`src/wit_map.svh`:
```
`ifndef WIT_MAP_SVH
`define WIT_MAP_SVH
// ****************************************
// Register address and field layout
// ****************************************
`define WIT_ADDR_MODE_CTRL  16'hFF4A
`define WIT_MODE_RESET      8'h00
`define WIT_BIT_CLK_SEL     7
`define WIT_BIT_SEL_HI      6
`define WIT_BIT_SEL_LO      4
`define WIT_BIT_RUN         1
`define WIT_BIT_EN          0
`define WIT_MODE_RD_MASK    8'hF3
// ****************************************
// Divider and counter figures
// ****************************************
`define WIT_MAIN_DIV_W      7
`define WIT_PRE_W           9
`define WIT_CNT_W           5
`define WIT_SEL_BASE        4
`define WIT_SEL_MAX         3'h5
`endif

```
`src/wit_pkg.sv`:
```
`include "wit_map.svh"
package wit_pkg;
	// Interval select code, three bits
	typedef logic [2:0] wit_sel_t;
	// Register byte
	typedef logic [7:0] wit_byte_t;
endpackage

```
`src/wit_top.sv`:
```
`timescale 1ns/10ps
`default_nettype none
`include "wit_map.svh"
// What this block does
// - Reset clears mode register to zero
// - Clock is main divided 128 or sub
// - Interval codes zero-five give 2^4..2^9 periods
// - Run bit low holds counter cleared
// - Enable low clears prescaler and counter
// - Half-second interrupt from nominal clocks
// - Run clear alone keeps prescaler counting
// - Interval interrupt repeats every period
// - Counter starts after one prescaler period
// - Bit and byte writes; bits 3,2 zero
// - Two separate interrupt lines, shared prescaler
module wit_top #(
	parameter int PRE_W = `WIT_PRE_W,
	parameter int CNT_W = `WIT_CNT_W
) (
	input  wire logic             clk,
	input  wire logic             resetn,
	input  wire logic             ce,
	input  wire logic             main_osc_tick,
	input  wire logic             sub_osc_clk,
	input  wire logic             reg_wr,
	input  wire logic             reg_bit_wr,
	input  wire logic [15:0]      reg_addr,
	input  wire logic [2:0]       reg_bit_sel,
	input  wire wit_pkg::wit_byte_t reg_wdata,
	output wit_pkg::wit_byte_t    reg_rdata,
	output logic                  half_second_irq,
	output logic                  interval_irq
);
	import wit_pkg::*;

	// ****************************************
	// State
	// ****************************************
	typedef enum logic [2:0] {
		WIT_IDLE  = 3'h1,  // Disabled, all cleared
		WIT_ALIGN = 3'h2,  // Waiting first prescaler period
		WIT_RUN   = 3'h4   // Counter may run
	} wit_fsm_t;

	typedef struct packed {
		wit_fsm_t        fsm;
		logic            watch_clk_select;
		wit_sel_t        interval_sel;
		logic            counter_run_ctrl;
		logic            watch_op_enable;
		logic [PRE_W-1:0] pre;
		logic [CNT_W-1:0] cnt;
		logic            wirq;
		logic            iirq;
		wit_byte_t       rdata;
	} wit_st_t;

	wit_st_t st_q;      // Registered state
	wit_st_t st_d;      // Next state
	logic    div_tick;  // Main clock over 128
	logic    sub_tick;  // Synchronised subsystem edge
	logic    wtick;     // Watch clock tick
	logic    hit;       // Register address decoded
	wit_byte_t mode_q;  // Current mode byte
	wit_byte_t mode_wr; // Byte after this write

	// ****************************************
	// Clock sources
	// ****************************************
	wit_prediv #(
		.W (`WIT_MAIN_DIV_W)
	) u_prediv (
		.clk      (clk),
		.resetn   (resetn),
		.ce       (ce),
		.tick_in  (main_osc_tick),
		.clr      (~st_q.watch_op_enable),
		.tick_out (div_tick)
	);

	// Subsystem clock comes from a pin, so it is synchronised first
	wit_edge u_sub (
		.clk    (clk),
		.resetn (resetn),
		.ce     (ce),
		.din    (sub_osc_clk),
		.rise   (sub_tick)
	);

	// Source mux
	assign wtick = st_q.watch_clk_select ? sub_tick : div_tick;

	// ****************************************
	// Register access
	// ****************************************
	assign hit = (reg_addr == `WIT_ADDR_MODE_CTRL);
	assign mode_q = {st_q.watch_clk_select, st_q.interval_sel, 2'b00,
		st_q.counter_run_ctrl, st_q.watch_op_enable};

	// Byte or single-bit merge; unimplemented bits drop out
	always_comb begin
		mode_wr = mode_q;
		if (reg_bit_wr) begin
			mode_wr[reg_bit_sel] = reg_wdata[0];
		end else if (reg_wr) begin
			mode_wr = reg_wdata;
		end
		mode_wr = mode_wr & `WIT_MODE_RD_MASK;
	end

	// ****************************************
	// Next state
	// ****************************************
	always_comb begin
		st_d = st_q;
		st_d.wirq = 1'b0;
		st_d.iirq = 1'b0;
		st_d.rdata = mode_q & `WIT_MODE_RD_MASK;
		// Software update; codes six and seven are the writer's fault
		if (hit && (reg_wr || reg_bit_wr)) begin
			st_d.watch_clk_select = mode_wr[`WIT_BIT_CLK_SEL];
			st_d.interval_sel = mode_wr[`WIT_BIT_SEL_HI:`WIT_BIT_SEL_LO];
			st_d.counter_run_ctrl = mode_wr[`WIT_BIT_RUN];
			st_d.watch_op_enable = mode_wr[`WIT_BIT_EN];
		end
		if (!st_q.watch_op_enable) begin
			// Disabled: prescaler and counter cleared
			st_d.pre = '0;
			st_d.cnt = '0;
			st_d.fsm = WIT_IDLE;
		end else begin
			if (wtick) begin
				// Prescaler runs regardless of the run bit
				st_d.pre = st_q.pre + {{(PRE_W-1){1'b0}}, 1'b1};
				// Interval tap: low bits all ones ends the period
				if (&(st_q.pre | ~((PRE_W)'((1 << (`WIT_SEL_BASE + 32'(st_q.interval_sel))) - 1)))) begin
					st_d.iirq = 1'b1;
				end
			end
			case (st_q.fsm)
				WIT_IDLE: begin
					st_d.fsm = WIT_ALIGN;
				end
				WIT_ALIGN: begin
					// First full prescaler period is lost
					if (wtick && (&st_q.pre)) begin
						st_d.fsm = WIT_RUN;
					end
				end
				WIT_RUN: begin
					if (!st_q.counter_run_ctrl) begin
						st_d.cnt = '0;
					end else if (wtick && (&st_q.pre)) begin
						// 32 terminal counts give half a second at nominal rates
						st_d.cnt = st_q.cnt + {{(CNT_W-1){1'b0}}, 1'b1};
						if (&st_q.cnt) begin
							st_d.wirq = 1'b1;
						end
					end
				end
				default: begin
					st_d.fsm = WIT_IDLE;
				end
			endcase
		end
	end

	// Registers, state reset to zero except fsm, which resets to WIT_IDLE
	always_ff @(posedge clk or negedge resetn) begin
		if (!resetn) begin
			st_q <= '0;
			st_q.fsm <= WIT_IDLE;
		end else if (ce) begin
			st_q <= st_d;
		end
	end

	assign reg_rdata = st_q.rdata;
	assign half_second_irq = st_q.wirq;
	assign interval_irq = st_q.iirq;
endmodule
`default_nettype wire

```
`src/wit_edge.sv`:
```
`timescale 1ns/10ps
`default_nettype none
// ****************************************
// Two-flop synchroniser with rise detector
// ****************************************
module wit_edge (
	input  wire logic clk,
	input  wire logic resetn,
	input  wire logic ce,
	input  wire logic din,
	output logic      rise
);
	// State of the synchroniser
	typedef struct packed {
		logic s1;
		logic s2;
		logic s3;
	} wit_edge_st_t;

	wit_edge_st_t st_q;  // Registered state
	wit_edge_st_t st_d;  // Next state

	// Next state; only s2 and s3 feed the detector
	always_comb begin
		st_d = st_q;
		st_d.s1 = din;
		st_d.s2 = st_q.s1;
		st_d.s3 = st_q.s2;
	end

	// Registers, frozen while enable is low
	always_ff @(posedge clk or negedge resetn) begin
		if (!resetn) begin
			st_q <= '0;
		end else if (ce) begin
			st_q <= st_d;
		end
	end

	assign rise = ce & st_q.s2 & ~st_q.s3;
endmodule
`default_nettype wire

```
`src/wit_prediv.sv`:
```
`timescale 1ns/10ps
`default_nettype none
`include "wit_map.svh"
// ****************************************
// Main clock divider by two to the W
// ****************************************
module wit_prediv #(
	parameter int W = `WIT_MAIN_DIV_W
) (
	input  wire logic clk,
	input  wire logic resetn,
	input  wire logic ce,
	input  wire logic tick_in,
	input  wire logic clr,
	output logic      tick_out
);
	// Divider state
	typedef struct packed {
		logic [W-1:0] cnt;
	} wit_div_st_t;

	wit_div_st_t st_q;  // Registered count
	wit_div_st_t st_d;  // Next count

	// Count main ticks; the carry is one tick of the slow clock
	always_comb begin
		st_d = st_q;
		if (clr) begin
			st_d.cnt = '0;
		end else if (tick_in) begin
			st_d.cnt = st_q.cnt + {{(W-1){1'b0}}, 1'b1};
		end
	end

	// Registers
	always_ff @(posedge clk or negedge resetn) begin
		if (!resetn) begin
			st_q <= '0;
		end else if (ce) begin
			st_q <= st_d;
		end
	end

	assign tick_out = ce & ~clr & tick_in & (&st_q.cnt);
endmodule
`default_nettype wire

```
`config.mk`:
```
export PLATFORM = sky130hd
export DESIGN_NAME = wit_top
export DESIGN_NICKNAME = d
export VERILOG_FILES = /design/src/wit_pkg.sv /design/src/wit_top.sv /design/src/wit_edge.sv /design/src/wit_prediv.sv
export VERILOG_INCLUDE_DIRS = /design/src
export SDC_FILE = /design/constraint.sdc
export NUM_CORES = 1
export LEC_CHECK = 0
export BUFFER_PORTS_ARGS = -buffer_cell sky130_fd_sc_hd__clkbuf_2
export CAP_MARGIN = 5
export CORE_MARGIN = 2
export CORE_UTILIZATION = 55
export CTS_CLUSTER_SIZE = 30
export DETAILED_ROUTE_END_ITERATION = 10
export PLACE_DENSITY = 0.79
export RECOVER_POWER = 50
export SYNTH_ARGS = -nofsm -noshare
export SYNTH_HDL_FRONTEND = slang
export SYNTH_HIERARCHICAL = 1
export SYNTH_SLANG_ARGS = --single-unit
```
`constraint.sdc`:
```
create_clock -name clk -period 3.5 [get_ports clk]
set_clock_uncertainty 0.15 [all_clocks]
set_input_delay 0.7 -clock clk [delete_from_list [all_inputs] [get_ports clk]]
set_output_delay 0.7 -clock clk [all_outputs]
set_load 0.05 [all_outputs]
```
==> flow_summary.toml <==
[synthesis]
yosys.area.top_type_share = 0.4199
synth-seq-cells = 41
synth_area_mm2 = 0.002384
ys_types = 55
yosys_warnings = 6
synth_area_leaders = "dfrtp_1 42%, mux2_2 5.2%, a31oi_1 3.1%"
synth_edf_count = 0
synth_top_area_cell = "dfrtp_1"
syn_inst = 236
yosysSeqAreaShare = 0.4310
avgSynthCellArea_um2 = 10.10
synth_top_flop_cell = "dfrtp_1"
async_reset_ff_frac = 1.000

[placed_design]
gp_congestion = 0.8310
portBuffers = 39
dp_hpwl_mm = 3.271
place_area_mm2 = 0.002555
dp_worst_setup_slack_ns = 0.8623

[timing]
slew_headroom = -0.4345
fin_setup_tns_ns = 0
rsz0062_at_grt = "false"
slew_violations = 42
hold_viol_final = 0
fin_ws_ns = 0.8179
post-route-min-period_ns = 2.682
fin_crit_sh = 0.7663
worstMarginPinSlew_ns = 2.152
hold_ws_ns = 0.3383
max_freq_ghz = 0.3728
setup_violations = 0

[final_layout]
diodes = 0
layout_commonest_cell = "dfrtp_1"
layout.nets = 309
syn_to_final_growth_pct = 10.71
drive_gt1_frac = 0.2593
final_area_mm2 = 0.002639
final_cell_mix = "40 x dfrtp_1, 37 x clkbuf_2, 16 x nand2_1"

[detailed_routing]
drcViolationCount = 0
highest_layer = "met4"
wl_met1_mm = 2.182
wl_met2_mm = 2.221
drtIter0Drc = 151
ant_nets = 0
totalWireLength_mm = 4.596
wl_per_cell_um = 14.36
route.met3.wl_um = 158
num_vias = 1872
firstDrtPassIters = 4
detail_route.vias_per_cell = 5.850

[worst_setup_path]
crit_family = "simple AND/OR/NAND/NOR gates"
slowest_delay_ns = 0.54
start_kind = "primary input"
slowest_stage = "clkbuf_1"
cp_cell_sequence = "clkbuf_1, nand2_1, nor4_1, mux2i_1, nor3_1, a21boi_1, a32o_1"
path_class = "primary input to flip-flop"
crit_fanout = 19
cp_num_buf_inv = 1
crit_required_ns = 3.57
critPathArrivalTime_ns = 2.76
end_kind = "flip-flop"

[global_routing]
grt_pass1_wl_mm = 8.128
grt_max_degree = 42
grt_overflow_total = 0
grtUsageTotal = 0.2017
grt_pass1_vias = 1874
antenna_found_initial = 0

[power_and_ir_drop]
power_frac_comb = 0.188
sequentialPowerShare = 0.530
power_uw = 1103
internal_power_uw = 784.1
power_leakage_uw = 0.001209
power-per-cell-area_mw_per_mm2 = 418.1
p_clk_frac = 0.281
p_sw_uw = 319.2
p_sw_frac = 0.2893
vdd_drop_max_mv = 0.4169

[die]
fp-row-count = 23
io_pins = 44
core_area_mm2 = 0.004086
start_util = 0.5833
die_area_mm2 = 0.004876
die_h_um = 69.83
fp.dieW_um = 69.83

[clock_network]
cts_tree = "done"
cts.clk_slew.worst_paths_ns = 0.07
cts_buffers = 5
insertion_delay_ns = 0.29
cts-root-buf = "clkbuf_8"
cts_setup_buffers = 0
post_cts_resized = 0
clk_path_buf_depth = 2
cts_sinks = 41
ctsHtreeMaxLevel = 2
hold_buffers = 0

[run_status]
violations = "max-capacitance violations, max-slew violations"
status = "finished, violations left"

[run]
maxCapViolations = 1

[worst_hold_path]
hold_path_class = "flip-flop to flip-flop"
[cell families after synthesis]
| group | share of synthesized area |
|---|---|
| xor+xnor | 0.003675 |
| fa+ha+maj | 0.02625 |
| mux | 0.06667 |
| other cells | 0.001573 |
| flops | 0.4310 |
| simple gates | 0.2100 |
| compound gates | 0.1963 |
| buf+inv | 0.06456 |
[metal layers]
metal,track usage,up-vias
met3,0.03924,5
met4,0.05128,0
met1,0.2698,889
li1,-,940
met5,0,-
met2,0.3365,38
[power groups by stage]
| stage | combinational, µW | sequential [µW] | clock, µW |
|---|---|---|---|
| floorplan | 158 | 579 | 0 |
| global placement | 201 | 591 | 0 |
| detailed placement | 207 | 593 | 0 |
| CTS | 210 | 584 | 317 |
| global route | 236 | 594 | 338 |
| finish | 208 | 585 | 310 |
[synthesized netlist by cell type (all sizes together) (2+ instances only)]
cell type  instances
a21boi             2
ha                 5
a32o               2
o22ai              5
o21ai             17
o2bb2ai            4
and2               4
a22o               4
o311ai             2
mux2i              2
mux2              12
nand4              5
a31oi             12
inv               15
nor2              10
nand4bb            2
a22oi              4
nand2             16
nand3             14
nand2b             7
a21oi              6
buf               13
nor2b              3
nor3               6
and3               3
o221ai             3
o211ai             2
dfrtp             40
[path summary, 6_finish.rpt]
path                       depth (start not counted)  slack (ns)            start                to
max in group asynchronous                          1        1.09           resetn         mode_q[1]
min in group asynchronous                          1        0.88           resetn  u_prediv/st_q[5]
hold reg to reg                                    1        0.34  half_second_irq   half_second_irq
setup reg to reg                                   6        1.15        mode_q[0]      interval_irq
setup / recovery                                   7        0.82               ce      interval_irq
hold / removal                                     1        0.34  half_second_irq   half_second_irq
[stage by stage]
step             util  std cells
5_1_grt        0.6457        320
2_1_floorplan       -        237
6_report       0.6457        320
4_1_cts        0.6464        320
3_5_place_dp   0.6252        313
3_3_place_gp   0.6252        313
[final cells by class]
| class | instances | area [µm²] |
|---|---|---|
| fill | 321 | 1448 |
| multi-input combinational | 167 | 1206 |
| clock buffer | 7 | 86.33 |
| sequential | 41 | 1027 |
| timing repair buffer | 40 | 200.2 |
| inverter | 15 | 56.30 |
| tap | 50 | 62.56 |
[flip-flops by register name, indices dropped and copies added (netlist names)]
signal,cells
mode_q,6
half_second_irq,1
st_q,17
u_sub/st_d,2
u_prediv/st_q,7
interval_irq,1
reg_rdata,6
u_sub/st_q,1
Power figures use the tool's default switching activity.
